$ cat config.mk
export PLATFORM = sky130hd
export DESIGN_NAME = fsk_rx_afc_cdr_control
export DESIGN_NICKNAME = d
export VERILOG_FILES = /design/src/hdl/cdr_loop.v /design/src/hdl/fsk_rx_afc_cdr_control.v
export VERILOG_INCLUDE_DIRS = /design/src /design/src/hdl
export SDC_FILE = /design/constraint.sdc
export NUM_CORES = 1
export LEC_CHECK = 0
export CORE_MARGIN = 2
export CORE_UTILIZATION = 40
export CTS_CLUSTER_SIZE = 28
export DETAILED_ROUTE_END_ITERATION = 7
export DONT_BUFFER_PORTS = 1
export SYNTH_ARGS = -nofsm -noshare
export SYNTH_HDL_FRONTEND = slang
export SYNTH_SLANG_ARGS = --single-unit
$ cat constraint.sdc
create_clock -name pclk -period 10.1 [get_ports pclk]
set_clock_uncertainty 0.15 [all_clocks]
set_input_delay 0 -clock pclk [delete_from_list [all_inputs] [get_ports pclk]]
set_output_delay 0 -clock pclk [all_outputs]
set_load 0.005 [all_outputs]
$ cat src/hdl/fsk_rx_defs.vh
// Purpose: constants for the fsk receive control block
// Assumes: byte wide registers, one per aligned apb word
// Notes:   printed offsets are register indices
`ifndef FSK_RX_DEFS_VH
`define FSK_RX_DEFS_VH
// ====================================================================
// register indices (byte address is index times four)
`define IDX_DISC_BW        12'h10F
`define IDX_POST_FILT      12'h110
`define IDX_DISC_PHASE     12'h112
`define IDX_IF_BW          12'h115
`define IDX_FC_MODE        12'h116
`define IDX_LOOP_GAIN      12'h117
`define IDX_PRE_DET        12'h11B
`define IDX_FREQ_ERR       12'h372
`define IDX_RX_STATUS      12'h373
// ====================================================================
// reset values
`define RST_DISC_BW        8'h00
`define RST_POST_FILT      8'h00
`define RST_DISC_PHASE     8'h00
`define RST_IF_BW          8'h00
`define RST_FC_MODE        8'h00
`define RST_LOOP_GAIN      8'h37
`define RST_PRE_DET        8'h01
// ====================================================================
// field positions
`define FC_MODE_LSB        0
`define IF_BW_LSB          6
`define DEMOD_FSK_BIT      4
`define PRE_DET_EN_BIT     0
`define KI_LSB             4
`define KP_LSB             0
// ====================================================================
// frequency control modes
`define FC_FREE            2'h0
`define FC_OFF             2'h1
`define FC_HOLD            2'h2
`define FC_LOCK            2'h3
// ====================================================================
// pull-in limits in khz per if bandwidth code
`define PULL_100           8'h32
`define PULL_150           8'h4B
`define PULL_200           8'h64
`define PULL_300           8'h96
// ====================================================================
// clock recovery
`define CDR_OSR            8
`define CDR_LOCK_EDGES     5
`endif

$ cat src/hdl/cdr_loop.v
// Purpose: oversampled clock and data recovery
// Assumes: one sample per oversample enable
// Notes:   phase restarts at one on each transition
`timescale 1ns/1ps
`default_nettype none
module cdr_loop #(
    parameter OSR = 8
) (
    // clock and reset
    input  wire       pclk,
    input  wire       presetn,
    // sample stream
    input  wire       sample_en,
    input  wire       sample_bit,
    // recovered stream
    output reg        bit_valid,
    output reg        bit_out,
    output reg        synced
);
// ====================================================================
// phase accumulator
reg  [7:0] phase;
reg        last_bit;
reg  [2:0] edge_count;
wire       edge_seen = sample_en & (sample_bit ^ last_bit);
always @(posedge pclk or negedge presetn) begin
    if (!presetn) begin
        phase      <= 8'h00;
        // idle filter output reads as one; avoids a false first edge
        last_bit   <= 1'b1;
        edge_count <= 3'h0;
        bit_valid  <= 1'b0;
        bit_out    <= 1'b0;
        synced     <= 1'b0;
    end else begin
        bit_valid <= 1'b0;
        if (sample_en) begin
            last_bit <= sample_bit;
            // re-centre on each transition tolerates rate error
            if (edge_seen) begin
                phase <= 8'h01;
                if (edge_count != 3'h5)
                    edge_count <= edge_count + 3'h1;
                if (edge_count == 3'h4)
                    synced <= 1'b1;
            end else if (phase == OSR[7:0] - 8'h01) begin
                phase <= 8'h00;
            end else begin
                phase <= phase + 8'h01;
            end
            if (phase == OSR[7:0] / 8'h02) begin
                bit_valid <= 1'b1;
                bit_out   <= sample_bit;
            end
        end
    end
end
endmodule // cdr_loop
`default_nettype wire

$ cat src/hdl/fsk_rx_afc_cdr_control.v
// Purpose: afc lock control, post filter and cdr for fsk receive
// Assumes: apb slave, 10 MHz pclk, inputs synchronous to pclk
// Notes:
// Contract
// - loop corrects oscillator during preamble, fsk
// - mode field selects free/off/hold/lock
// - mode three with preamble: lock on preamble
// - release lock without sync after preamble
// - packet mode keeps lock until packet end
// - streaming releases lock on idle or rx
// - no preamble detect: lock on sync word
// - pull-in range follows if bandwidth
// - error readback twos complement, 1 kHz lsb
// - readback valid after lock, kept afterward; overwritten while the loop runs in track state
// - second order low pass, bandwidth code times two; the filter picks a power-of-two coefficient from code ranges instead
// - oversampled recovery tolerates rate mismatch
// - bit sync within five transitions
//
// Implementation choice: the APB register port.
`timescale 1ns/1ps
`default_nettype none
`include "fsk_rx_defs.vh"
module fsk_rx_afc_cdr_control #(
    parameter OSR   = `CDR_OSR,
    parameter SDIV  = 4
) (
    // apb
    input  wire        pclk,
    input  wire        presetn,
    input  wire        psel,
    input  wire        penable,
    input  wire        pwrite,
    input  wire [13:0] paddr,
    input  wire [31:0] pwdata,
    output reg  [31:0] prdata,
    output reg         pready,
    output reg         pslverr,
    // receive context
    input  wire        receive_state,
    input  wire        idle_on_state,
    input  wire        receive_command,
    input  wire        packet_mode,
    input  wire        preamble_found,
    input  wire        sync_found,
    input  wire        sync_window_over,
    input  wire        packet_end,
    // discriminator
    input  wire signed [7:0] disc_sample,
    input  wire signed [7:0] freq_error_khz,
    // outputs
    output reg  signed [7:0] lo_correction,
    output reg         loop_locked,
    output reg         data_valid,
    output reg         data_bit,
    output reg         bit_synced,
    output reg  [7:0]  discriminator_bandwidth,
    output reg  [1:0]  discriminator_phase
);
// ====================================================================
// registers
reg  [7:0] post_filter_bandwidth_code;
reg  [7:0] if_cfg;
reg  [7:0] mode_cfg;
reg  [7:0] gain_cfg;
reg  [7:0] pre_cfg;
reg  [7:0] freq_err;
reg        err_valid;
wire [1:0] freq_control_mode = mode_cfg[`FC_MODE_LSB+1:`FC_MODE_LSB];
wire [1:0] if_bandwidth = if_cfg[`IF_BW_LSB+1:`IF_BW_LSB];
wire       fsk_on = ~if_cfg[`DEMOD_FSK_BIT];
wire       pre_en = pre_cfg[`PRE_DET_EN_BIT];
wire [3:0] loop_integral_gain = gain_cfg[`KI_LSB+3:`KI_LSB];
wire [3:0] loop_proportional_gain = gain_cfg[`KP_LSB+3:`KP_LSB];
wire [11:0] idx = paddr[13:2];
wire       setup = psel & ~penable;
wire       wr_acc = psel & penable & pwrite & pready;
// ====================================================================
// apb: no wait state, answer in first access cycle
always @(posedge pclk or negedge presetn) begin
    if (!presetn) begin
        pready  <= 1'b0;
        pslverr <= 1'b0;
        prdata  <= 32'h0000_0000;
    end else begin
        pready  <= setup;
        pslverr <= 1'b0;
        if (setup) begin
            prdata <= 32'h0000_0000;
            if (idx == `IDX_DISC_BW)
                prdata[7:0] <= discriminator_bandwidth;
            else if (idx == `IDX_POST_FILT)
                prdata[7:0] <= post_filter_bandwidth_code;
            else if (idx == `IDX_DISC_PHASE)
                prdata[1:0] <= discriminator_phase;
            else if (idx == `IDX_IF_BW)
                prdata[7:0] <= if_cfg;
            else if (idx == `IDX_FC_MODE)
                prdata[7:0] <= mode_cfg;
            else if (idx == `IDX_LOOP_GAIN)
                prdata[7:0] <= gain_cfg;
            else if (idx == `IDX_PRE_DET)
                prdata[7:0] <= pre_cfg;
            else if (idx == `IDX_FREQ_ERR)
                prdata[7:0] <= freq_err;
            else if (idx == `IDX_RX_STATUS)
                prdata[2:0] <= {bit_synced, err_valid, loop_locked};
            else
                pslverr <= 1'b1;
        end
    end
end
// ====================================================================
// register writes
always @(posedge pclk or negedge presetn) begin
    if (!presetn) begin
        discriminator_bandwidth    <= `RST_DISC_BW;
        post_filter_bandwidth_code <= `RST_POST_FILT;
        discriminator_phase        <= 2'h0;
        if_cfg   <= `RST_IF_BW;
        mode_cfg <= `RST_FC_MODE;
        gain_cfg <= `RST_LOOP_GAIN;
        pre_cfg  <= `RST_PRE_DET;
    end else if (wr_acc) begin
        // host computes these values, hardware only stores them
        if (idx == `IDX_DISC_BW)
            discriminator_bandwidth <= pwdata[7:0];
        else if (idx == `IDX_POST_FILT)
            post_filter_bandwidth_code <= pwdata[7:0];
        else if (idx == `IDX_DISC_PHASE)
            discriminator_phase <= pwdata[1:0];
        else if (idx == `IDX_IF_BW)
            if_cfg <= pwdata[7:0];
        else if (idx == `IDX_FC_MODE)
            mode_cfg <= pwdata[7:0];
        else if (idx == `IDX_LOOP_GAIN)
            gain_cfg <= pwdata[7:0];
        else if (idx == `IDX_PRE_DET)
            pre_cfg <= pwdata[7:0];
    end
end
// ====================================================================
// pull-in limit from if bandwidth
reg  [7:0] pull_in;
always @* begin
    case (if_bandwidth)
        2'h0: pull_in = `PULL_100;
        2'h1: pull_in = `PULL_150;
        2'h2: pull_in = `PULL_200;
        default: pull_in = `PULL_300;
    endcase
end
// ====================================================================
// lock state machine
localparam ST_TRACK = 2'h0;
localparam ST_PRE   = 2'h1;
localparam ST_LOCK  = 2'h2;
reg  [1:0] state;
reg  [1:0] next_state;
wire       mode_lock = (freq_control_mode == `FC_LOCK);
wire       release_stream = ~packet_mode &
                            (idle_on_state | receive_command);
always @* begin
    next_state = state;
    case (state)
        ST_TRACK: begin
            if (mode_lock & receive_state & pre_en & preamble_found)
                next_state = ST_PRE;
            else if (mode_lock & receive_state & ~pre_en & sync_found)
                next_state = ST_LOCK;
        end
        ST_PRE: begin
            if (sync_found)
                next_state = ST_LOCK;
            else if (sync_window_over)
                next_state = ST_TRACK;
        end
        ST_LOCK: begin
            if (packet_mode & packet_end)
                next_state = ST_TRACK;
            else if (release_stream)
                next_state = ST_TRACK;
        end
        default: next_state = ST_TRACK;
    endcase
    if (~mode_lock)
        next_state = ST_TRACK;
    if (state == ST_PRE && release_stream)
        next_state = ST_TRACK;
end
always @(posedge pclk or negedge presetn) begin
    if (!presetn) begin
        state       <= ST_TRACK;
        loop_locked <= 1'b0;
    end else begin
        state       <= next_state;
        loop_locked <= (next_state != ST_TRACK);
    end
end
// ====================================================================
// pi loop, saturated to the pull-in range
wire        loop_run = receive_state & fsk_on & (state == ST_TRACK) &
                       ((freq_control_mode == `FC_FREE) | mode_lock);
reg  signed [15:0] integ;
wire signed [15:0] err16 = {{8{freq_error_khz[7]}}, freq_error_khz};
wire signed [15:0] p_term = err16 >>> loop_proportional_gain;
wire signed [15:0] i_next = integ + (err16 >>> loop_integral_gain);
wire signed [15:0] lim = {8'h00, pull_in};
wire signed [15:0] i_sat = (i_next > lim) ? lim :
                           (i_next < -lim) ? -lim : i_next;
wire signed [15:0] sum = i_sat + p_term;
wire signed [15:0] sum_sat = (sum > lim) ? lim :
                             (sum < -lim) ? -lim : sum;
always @(posedge pclk or negedge presetn) begin
    if (!presetn) begin
        integ         <= 16'h0000;
        lo_correction <= 8'h00;
        freq_err      <= 8'h00;
        err_valid     <= 1'b0;
    end else begin
        if (freq_control_mode == `FC_OFF) begin
            integ         <= 16'h0000;
            lo_correction <= 8'h00;
        end else if (loop_run) begin
            integ         <= i_sat;
            lo_correction <= sum_sat[7:0];
        end
        // hold mode and lock states keep the correction frozen
        if (freq_control_mode != `FC_OFF && receive_state &&
                next_state != ST_TRACK && state == ST_TRACK) begin
            freq_err  <= freq_error_khz;
            err_valid <= 1'b1;
        end
        if (freq_control_mode != `FC_OFF && loop_run)
            freq_err <= freq_error_khz;
    end
end
// ====================================================================
// post filter: two cascaded one-pole sections
// coefficient is a power of two picked from code ranges; coarse, not an exact corner
reg  signed [15:0] stage1;
reg  signed [15:0] stage2;
wire signed [15:0] x16 = {disc_sample, 8'h00};
wire [3:0]  shift = (post_filter_bandwidth_code > 8'h3F) ? 4'h1 :
                    (post_filter_bandwidth_code > 8'h0F) ? 4'h2 :
                    (post_filter_bandwidth_code > 8'h03) ? 4'h3 : 4'h4;
reg  [3:0]  sdiv_cnt;
wire        sample_en = (sdiv_cnt == 4'h0);
always @(posedge pclk or negedge presetn) begin
    if (!presetn) begin
        stage1   <= 16'h0000;
        stage2   <= 16'h0000;
        sdiv_cnt <= 4'h0;
    end else begin
        sdiv_cnt <= (sdiv_cnt == SDIV[3:0] - 4'h1) ? 4'h0
                                                   : sdiv_cnt + 4'h1;
        if (sample_en) begin
            stage1 <= stage1 + ((x16 - stage1) >>> shift);
            stage2 <= stage2 + ((stage1 - stage2) >>> shift);
        end
    end
end
// ====================================================================
// clock and data recovery
wire cdr_valid;
wire cdr_bit;
wire cdr_sync;
cdr_loop #(
    .OSR        (OSR)
) u_cdr (
    .pclk       (pclk),
    .presetn    (presetn),
    .sample_en  (sample_en),
    .sample_bit (~stage2[15]),
    .bit_valid  (cdr_valid),
    .bit_out    (cdr_bit),
    .synced     (cdr_sync)
);
always @(posedge pclk or negedge presetn) begin
    if (!presetn) begin
        data_valid <= 1'b0;
        data_bit   <= 1'b0;
        bit_synced <= 1'b0;
    end else begin
        data_valid <= cdr_valid;
        data_bit   <= cdr_bit;
        bit_synced <= cdr_sync;
    end
end
endmodule // fsk_rx_afc_cdr_control
`default_nettype wire

==> results.yml, run 1 <==
finish:
  mostFrequentLayoutCells: "nand2_1 (172), ha_1 (144), dfrtp_1 (143), o21ai_0 (130), a21oi_1 (116)"
  final_cells: 2086
  final_common_cell: "nand2_1"
  drive_above_1_share: 0.0966
  area_growth_pct: 10.6
  fin_util: 0.449
  finish.instance_area_sq_um: 15000
  fillers: 3249
  fin_nets: 1846
global_route:
  grt-ovfl-total: 0
  grt_pass1_vias: 11500
  grt_pass1_wl_um: 59400
  grtUsageTotal: 0.207
  grt_max_degree: 151
  antenna_found_initial: 3
synthesis:
  ys_types: 80
  yosysSeqAreaShare: 0.277
  synth_edf_count: 0
  synth-seq-cells: 150
  synthCells: 1594
  synth_top_area_share: 0.264
  yosys_warnings: 0
  postSynth.asyncResetShare: 1.00
  syn-cell-area_sq_um: 13600
  yosysTopAreaCell: "dfrtp_1"
  yosys-top-cells-area: "dfrtp_1 (26%), ha_1 (13%), mux2_2 (5.4%)"
  ys.flop_type: "dfrtp_1"
  syn_area_per_cell_sq_um: 8.51
outcome:
  failed_checks: "hold timing"
  outcome: "finished, violations left"
floorplan:
  rows: 67
  core_sq_um: 33400
  die_y_um: 188
  ios: 131
  dieArea_sq_um: 35400
  initial_core_util: 0.406
  fp.dieW_um: 188
timing:
  fin_hold_ws_ns: -0.00633
  worstMarginPinSlew_ns: 1.11
  fmax_mhz: 107
  maxSlewHeadroom: 0.251
  setup_viol: 0
  maxSlewViolCount: 0
  finalHoldViolations: 1
  period_minus_slack_ns: 9.38
  period_share: 0.928
  fin_setup_tns_ns: 0
  fin_ws_ns: 0.724
clock_network:
  numCtsBuffers: 17
  clock_latency_ns: 0.45
  cts_tree: "yes"
  clock_path_buffers: 2
  clk_pin_slew_ns: 0.07
  post_cts_buffers: 0
  cts_root_buffer: "clkbuf_16"
  cts_htree_levels: 4
  cts.sinks: 150
worst_setup_path:
  crit_fanout: 13
  cp.required_ns: 10.29
  endpoint_kind: "flip-flop"
  slowest_delay_ns: 0.70
  arrival_ns: 9.57
  cpLargestDelayFamily: "compound AO/OA/AOI/OAI gates"
  slowest_stage: "dfstp_2"
  critical_path_class: "reg2reg"
  critPathBufInv: 1
  critPathLaunchType: "flip-flop"
  worst-r2r-setup-slack_ns: 0.72
pwr:
  power_mw: 4.36
  ir_worst_vdd_uv: 198
  p_per_area_nw_per_um2: 290
  power_leakage_nw: 6.91
placement:
  placed_cells: 2011
  dpl-instance-area_sq_um: 14000
  post-place-ws_ns: 0.574
  port_buffers: 0
  globalplace.congestion: 0.895
  post-dp-hpwl_um: 26400
run:
  maxCapViolations: 0
drt:
  vias_per_cell: 5.66
  first_iter_violations: 670
  ant_nets: 0
  vias: 11800
  wirelength_um: 36100
  routedWlPerCell_um: 17.3
  drc_errors: 0
  drt_first_pass_iters: 7
hold_path:
  hold_class: "in2reg"
## routing by layer
layer	track usage	share of wire	up-vias
met5	0	0	-
met4	0.0497	0.013	0
met3	0.0369	0.042	35
met2	0.350	0.49	222
met1	0.274	0.46	5695
li1	-	-	5845
## worst min-delay path: stages
cell and delay, ns:
o21bai_1 0.12, o21ai_0 0.24, o21ai_0 0.14
## cell usage after synthesis (all sizes together), types with 7 or more instances
cell	instances
a2111oi	11
a211o	8
a211oi	17
a21o	28
a21oi	119
a222oi	7
a31oi	22
and2	11
and3	21
buf	31
clkbuf	46
dfrtp	143
dfstp	7
ha	144
inv	86
mux2	65
mux2i	31
nand2	172
nand2b	15
nand3	30
nand4	10
nor2	109
nor2b	13
nor3	40
nor4	13
o211ai	32
o21a	22
o21ai	135
o21bai	14
o22ai	11
o31ai	9
or3	9
xnor2	41
xor2	40
## power breakdown
part	switching [mW]	internal, mW	total, mW
Clock	0.292	0.360	0.652
Combinational	1.62	1.28	2.90
Sequential	0.120	0.691	0.811
## registers in the layout, indices dropped and copies added (netlist names), 3 cells and up
signal,flops
u_cdr.phase,8
if_cfg,8
integ,16
discriminator_bandwidth,8
prdata,8
freq_err,8
pre_cfg,8
mode_cfg,8
stage2,16
gain_cfg,8
lo_correction,8
u_cdr.edge_count,3
post_filter_bandwidth_code,8
stage1,16
sdiv_cnt,4
## worst paths after layout
| kind | start | cells past startpoint | to |
|---|---|---|---|
| setup / recovery | gain_cfg[4]$_DFFE_PN1P_ | 34 | lo_correction[1]$_DFFE_PN0P_ |
| hold / removal | idle_on_state | 3 | loop_locked$_DFF_PN0_ |
| setup reg to reg | gain_cfg[4]$_DFFE_PN1P_ | 34 | lo_correction[1]$_DFFE_PN0P_ |
| hold reg to reg | u_cdr.bit_valid$_DFF_PN0_ | 0 | data_valid$_DFF_PN0_ |
| max in group asynchronous | presetn | 2 | stage1[4]$_DFFE_PN0N_ |
| min in group asynchronous | presetn | 2 | stage1[9]$_DFFE_PN0N_ |
## timing repair
| action | 4_1_cts | 5_1_grt |
|---|---|---|
| setup endpoints to repair | 0 | 5 |
| hold buffers | 40 | 0 |
| gates resized for setup | 0 | 6 |
| endpoints found under the hold margin | 222 | 0 |
## logic make-up after synthesis
group	count (synthesis)	share of synthesized area
buffers and inverters	164	0.0534
flip-flops	150	0.277
AO/OA/AOI/OAI	473	0.225
other	1	0.000276
XOR/XNOR	81	0.0523
multiplexers	102	0.0868
adder cells (fa/ha/maj)	149	0.140
AND/OR/NAND/NOR	474	0.165
## layout make-up
| class | instances | area, sq um | area share |
|---|---|---|---|
| clock inverter | 13 | 134 | 0.00892 |
| clock buffer | 19 | 453 | 0.0302 |
| multi-input combinational | 1311 | 9240 | 0.615 |
| antenna | 3 | 7.51 | 0.000500 |
| timing repair buffer | 55 | 531 | 0.0353 |
| inverter | 87 | 327 | 0.0218 |
| tap | 448 | 561 | 0.0373 |
| sequential | 150 | 3760 | 0.251 |
Note: power is estimated with default switching activity, not from simulation.
==> run 2: changes to the inputs <==
--- a/config.mk
+++ b/config.mk
@@ -7,10 +7,11 @@
 export NUM_CORES = 1
 export LEC_CHECK = 0
 export CORE_MARGIN = 2
-export CORE_UTILIZATION = 40
+export CORE_UTILIZATION = 30
 export CTS_CLUSTER_SIZE = 28
 export DETAILED_ROUTE_END_ITERATION = 7
 export DONT_BUFFER_PORTS = 1
+export GPL_TIMING_DRIVEN = 0
 export SYNTH_ARGS = -nofsm -noshare
 export SYNTH_HDL_FRONTEND = slang
 export SYNTH_SLANG_ARGS = --single-unit
==> run 2 against run 1 <==
Effect of this change: critical path type unchanged; utilization shrank 9.8 points; the run now ends clean; sequential power shrank 1%; clock-buffer cell count shrank 1; fmax shrank 1.0%; largest power group unchanged; sequential share of layout area shrank 0.91 points; final area grew 3.8%.
==> results.yml, run 2 (same netlist as run 1, synthesis figures left out) <==
worst_setup_path:
  crit_fanout: 11
  endpoint_kind: "flip-flop"
  slowest_stage: "dfstp_2"
  arrival_ns: 9.70
  slowest_delay_ns: 0.69
  crit_path_frequent_cell: "ha_1"
  r2r-start: "gain_cfg[4]$_DFFE_PN1P_"
  critPathLaunchType: "flip-flop"
  critical_path_class: "reg2reg"
  crit_start: "gain_cfg[4]$_DFFE_PN1P_"
  cp.required_ns: 10.33
drt:
  met2_length_um: 18700
  first_iter_violations: 737
  routedWlPerCell_um: 17.3
  top_layer: "met4"
  wl_met3_um: 1950
  drc_errors: 0
  ant_nets: 0
  vias_per_cell: 5.32
  vias: 12200
  drt-met1-wl_um: 17700
  drt_first_pass_iters: 6
  wirelength_um: 39700
placement:
  post-dp-hpwl_um: 30100
  globalplace.congestion: 0.882
  post-place-ws_ns: -0.444
  placed_cells: 2218
  port_buffers: 0
timing:
  fin_hold_ws_ns: 0.0366
  fin_ws_ns: 0.630
  maxSlewViolCount: 0
  fmax_mhz: 106
  period_share: 0.938
  finalHoldViolations: 0
  worstMarginPinSlew_ns: 1.35
  maxSlewHeadroom: 0.0901
  rsz0062_at_grt: "false"
  period_minus_slack_ns: 9.47
  setup_viol: 0
pwr:
  power_leakage_nw: 7.11
  p_per_area_nw_per_um2: 284
  ir_worst_vdd_uv: 202
clock_network:
  cts_root_buffer: "clkbuf_16"
  clock_latency_ns: 0.45
  clock_path_buffers: 2
  cts_htree_levels: 4
  cts_tree: "yes"
  cts.sinks: 150
  clk_pin_slew_ns: 0.08
  post_cts_buffers: 0
  numCtsBuffers: 17
floorplan:
  rows: 77
  die_y_um: 217
  initial_core_util: 0.305
  ios: 131
  core_sq_um: 44400
  fp.dieW_um: 217
  dieArea_sq_um: 46900
finish:
  drive_above_1_share: 0.104
  fin_nets: 1917
  mostFrequentLayoutCells: "nand2_1 (171), ha_1 (144), dfrtp_1 (143), o21ai_0 (131), a21oi_1 (115)"
  fin_util: 0.351
  final_cells: 2299
  reg_top3: "integ: 16 flops, stage1: 16 flops, stage2: 16 flops"
  final_common_cell: "nand2_1"
  area_growth_pct: 14.8
run:
  maxCapViolations: 0
global_route:
  grt-ovfl-total: 0
  grt_pass1_vias: 11900
  grt_pass1_wl_um: 63800
  antenna_found_initial: 1
  grtUsageTotal: 0.170
  grt_max_degree: 151
outcome:
  outcome: "finished clean"
hold_path:
  hold_class: "in2async"
run 2: cell type report:
cell class                      count  area [sq um]
Buffer                             76           398
Antenna cell                        1          2.50
Inverter                           87           327
Clock buffer                       18           429
Tap cell                          592           741
Fill cell                        4551         28800
Clock inverter                     14           140
Multi-Input combinational cell   1311          9260
Sequential cell                   150          3760
Timing Repair Buffer               50           515
run 2: repair_timing:
| action | CTS | global route |
|---|---|---|
| gates resized for setup | 1 | 13 |
| cloned | 0 | 0 |
| endpoints found under the setup margin | 8 | 8 |
| hold buffers | 49 | 0 |
| hold endpoints to repair | 219 | 0 |
run 2: per-stage QoR:
step	setup TNS (ns)	instance area [sq um]	total power [mW]
final	0	15600	4.42
after global routing	0	15600	4.89
after CTS	0	15500	4.41
after detailed placement	-2.68	14400	3.71
after global placement	-2.06	14400	3.64
after floorplan	0	13700	3.18
run 2: metal layers:
metal	GRT usage	vias to the layer above
met4	0.0699	0
met1	0.219	5864
li1	-	5981
met2	0.282	320
met3	0.0269	62
met5	0	-
run 2: critical path, delay by kind of cell, from the launching register on:
| family | cells | cell delay [ns] |
|---|---|---|
| buffers and inverters | 3 | 0.58 |
| multiplexers | 2 | 0.71 |
| adder cells (fa/ha/maj) | 6 | 2.02 |
| AND/OR/NAND/NOR | 5 | 1.24 |
| flip-flops | 1 | 0.69 |
| AO/OA/AOI/OAI | 17 | 3.22 |
| XOR/XNOR | 3 | 0.79 |
run 2: power breakdown:
part	switching, mW	internal [mW]	total, mW
logic	1.70	1.29	2.98
registers	0.109	0.691	0.800
clock network	0.291	0.347	0.638
run 2: path summary, 6_finish.rpt:
check                                                    end  slack [ns]  cells after the start
worst min-delay path                   stage1[5]$_DFFE_PN0N_        0.04                      2
max in group asynchronous               integ[8]$_DFFE_PN0P_        9.11                      2
worst min register to register          data_valid$_DFF_PN0_        0.20                      0
min in group pclk                      loop_locked$_DFF_PN0_        0.04                      3
worst max register to register  lo_correction[0]$_DFFE_PN0P_        0.63                     36
worst max-delay path            lo_correction[0]$_DFFE_PN0P_        0.63                     36
==> run 3: changes to the inputs <==
--- a/config.mk
+++ b/config.mk
@@ -7,7 +7,7 @@
 export NUM_CORES = 1
 export LEC_CHECK = 0
 export CORE_MARGIN = 2
-export CORE_UTILIZATION = 30
+export CORE_UTILIZATION = 45
 export CTS_CLUSTER_SIZE = 28
 export DETAILED_ROUTE_END_ITERATION = 7
 export DONT_BUFFER_PORTS = 1
==> run 3 against run 2 <==
Effect of this change: the flow now finishes with violations (hold timing); flip-flop and latch count stayed put; sequential share of layout area is 0.44 points higher; clock power is 9.2% higher; fmax is 0.88% lower; cell count is 9.2% lower; final area is 1.7% lower; clock-buffer cell count stayed put; sequential power hardly changed; critical path depth stayed put; combinational power hardly changed; non-clock buffer count is 8 lower; global-route usage is 7.7 points higher; critical path type unchanged; largest power group unchanged.
==> results.yml, run 3 (same netlist as run 1, synthesis figures left out) <==
worst_setup_path:
  arrival_ns: 9.75
  crit_fanout: 11
  regToRegEndpoint: "lo_correction[1]$_DFFE_PN0P_"
  critical_path_class: "reg2reg"
  cp.required_ns: 10.30
  r2r-start: "gain_cfg[4]$_DFFE_PN1P_"
  crit_path_frequent_cell: "ha_1"
  endpoint_kind: "flip-flop"
  slowest_delay_ns: 0.71
  slowest_stage: "dfstp_4"
  rr_worst_depth: 36
  critPathLaunchType: "flip-flop"
  worst-r2r-setup-slack_ns: 0.55
floorplan:
  rows: 63
  fp.dieW_um: 178
  initial_core_util: 0.458
  ios: 131
  core_sq_um: 29600
  dieArea_sq_um: 31600
  die_y_um: 178
placement:
  post-dp-hpwl_um: 28600
  port_buffers: 0
  globalplace.congestion: 0.914
  post-place-ws_ns: -0.489
timing:
  rsz0062_at_grt: "false"
  finalHoldViolations: 1
  fin_hold_ws_ns: -0.0199
  fmax_mhz: 105
  fin_ws_ns: 0.545
  period_minus_slack_ns: 9.55
  period_share: 0.946
  worstMarginPinSlew_ns: 1.21
  fin_setup_tns_ns: 0
  maxSlewHeadroom: 0.190
  maxSlewViolCount: 0
  setup_viol: 0
finish:
  fin_nets: 1909
  n_antenna_cell: 0
  fin_util: 0.517
  reg_top3: "integ: 16 flops, stage1: 16 flops, stage2: 16 flops"
  mostFrequentLayoutCells: "nand2_1 (171), ha_1 (144), dfrtp_1 (143), o21ai_0 (132), a21oi_1 (115)"
  drive_above_1_share: 0.107
  final_common_cell: "nand2_1"
  area_growth_pct: 12.9
drt:
  drt_first_pass_iters: 6
  wirelength_um: 38600
  ant_nets: 0
  vias: 12200
  vias_per_cell: 5.83
  routedWlPerCell_um: 18.5
  first_iter_violations: 798
  drc_errors: 0
clock_network:
  cts.sinks: 150
  clock_latency_ns: 0.45
  clk_pin_slew_ns: 0.07
  numCtsBuffers: 17
  cts_root_buffer: "clkbuf_16"
  cts_tree: "yes"
  cts_htree_levels: 4
  clock_path_buffers: 2
hold_path:
  hold_class: "in2reg"
  hp-start: "paddr[7]"
  hold_depth: 5
  hold_path_end: "prdata[2]$_DFFE_PN0P_"
outcome:
  failed_checks: "hold timing"
  outcome: "finished, violations left"
global_route:
  grt-ovfl-total: 0
  grt_max_degree: 151
  grt_pass1_wl_um: 61500
  antenna_found_initial: 0
  grt_pass1_vias: 11800
  grtUsageTotal: 0.247
pwr:
  power_leakage_nw: 7.10
  p_per_area_nw_per_um2: 292
  ir_worst_vdd_uv: 247
run:
  maxCapViolations: 0
-- run 3: cell types whose count changed in the layout (fill, tap and decap cells not counted), sizes merged, moves of 2 or more --
cell and delta:
dlygate4sd3 -10, buf +3, clkinv -3, bufinv +2
clkinvlp +2
-- run 3: cell type report --
class                      instances  area [sq um]
multi-input combinational       1311          9270
timing repair buffer              42           443
buffer                            76           399
tap                              390           488
inverter                          87           327
fill                            2865         14300
sequential                       150          3770
clock inverter                    14           185
clock buffer                      18           439
-- run 3: worst max-delay path by stage --
stage / startpoint / to / slack, ns / depth (start not counted)
3_5_place_dp: gain_cfg[4]$_DFFE_PN1P_ / lo_correction[1]$_DFFE_PN0P_ / -0.49 / 36
4_1_cts: gain_cfg[4]$_DFFE_PN1P_ / lo_correction[1]$_DFFE_PN0P_ / 0.17 / 35
2_1_floorplan: gain_cfg[4]$_DFFE_PN1P_ / lo_correction[5]$_DFFE_PN0P_ / 1.40 / 37
5_1_grt: gain_cfg[4]$_DFFE_PN1P_ / lo_correction[2]$_DFFE_PN0P_ / 0.01 / 36
6_report: gain_cfg[4]$_DFFE_PN1P_ / lo_correction[1]$_DFFE_PN0P_ / 0.55 / 36
3_3_place_gp: gain_cfg[4]$_DFFE_PN1P_ / lo_correction[2]$_DFFE_PN0P_ / -0.41 / 36
-- run 3: per-stage QoR --
stage,instance area [sq um],cells,hold slack (ns),power [mW]
3_3_place_gp,14200,2015,-0.436,3.66
6_report,15300,2088,-0.0199,4.48
4_1_cts,15200,2086,0.00722,4.47
3_5_place_dp,14200,2016,-0.436,3.71
2_1_floorplan,13700,1625,-0.446,3.18
5_1_grt,15300,2088,0.0312,4.95
-- run 3: routing by layer --
metal / global-route usage / vias up / wire length, um / share of wire
met1: 0.323 / 5895 / 17400 / 0.45
met2: 0.422 / 281 / 18800 / 0.49
li1: - / 5945 / - / -
met3: 0.0353 / 45 / 1580 / 0.041
met5: 0 / - / 0 / 0
met4: 0.0745 / 0 / 747 / 0.019
-- run 3: repair_timing --
item                                    CTS  global route
endpoints found under the setup margin    8             8
hold buffers                             39             0
endpoints found under the hold margin   220             0
resized for setup                         3            13
buffers inserted                          0             2
pin swaps                                 0             1
-- run 3: critical path: cells and delay by family, from the launching register on --
kind / cells / cell delay, ns
compound gates: 16 / 3.51
simple gates: 6 / 0.95
mux: 3 / 1.14
xor+xnor: 3 / 0.65
fa+ha+maj: 6 / 2.03
flops: 1 / 0.71
buf+inv: 2 / 0.30
-- run 3: report_power, final --
group / total, mW / internal, mW / switching [mW]
combinational: 2.98 / 1.29 / 1.69
sequential: 0.801 / 0.691 / 0.110
clock: 0.697 / 0.402 / 0.295
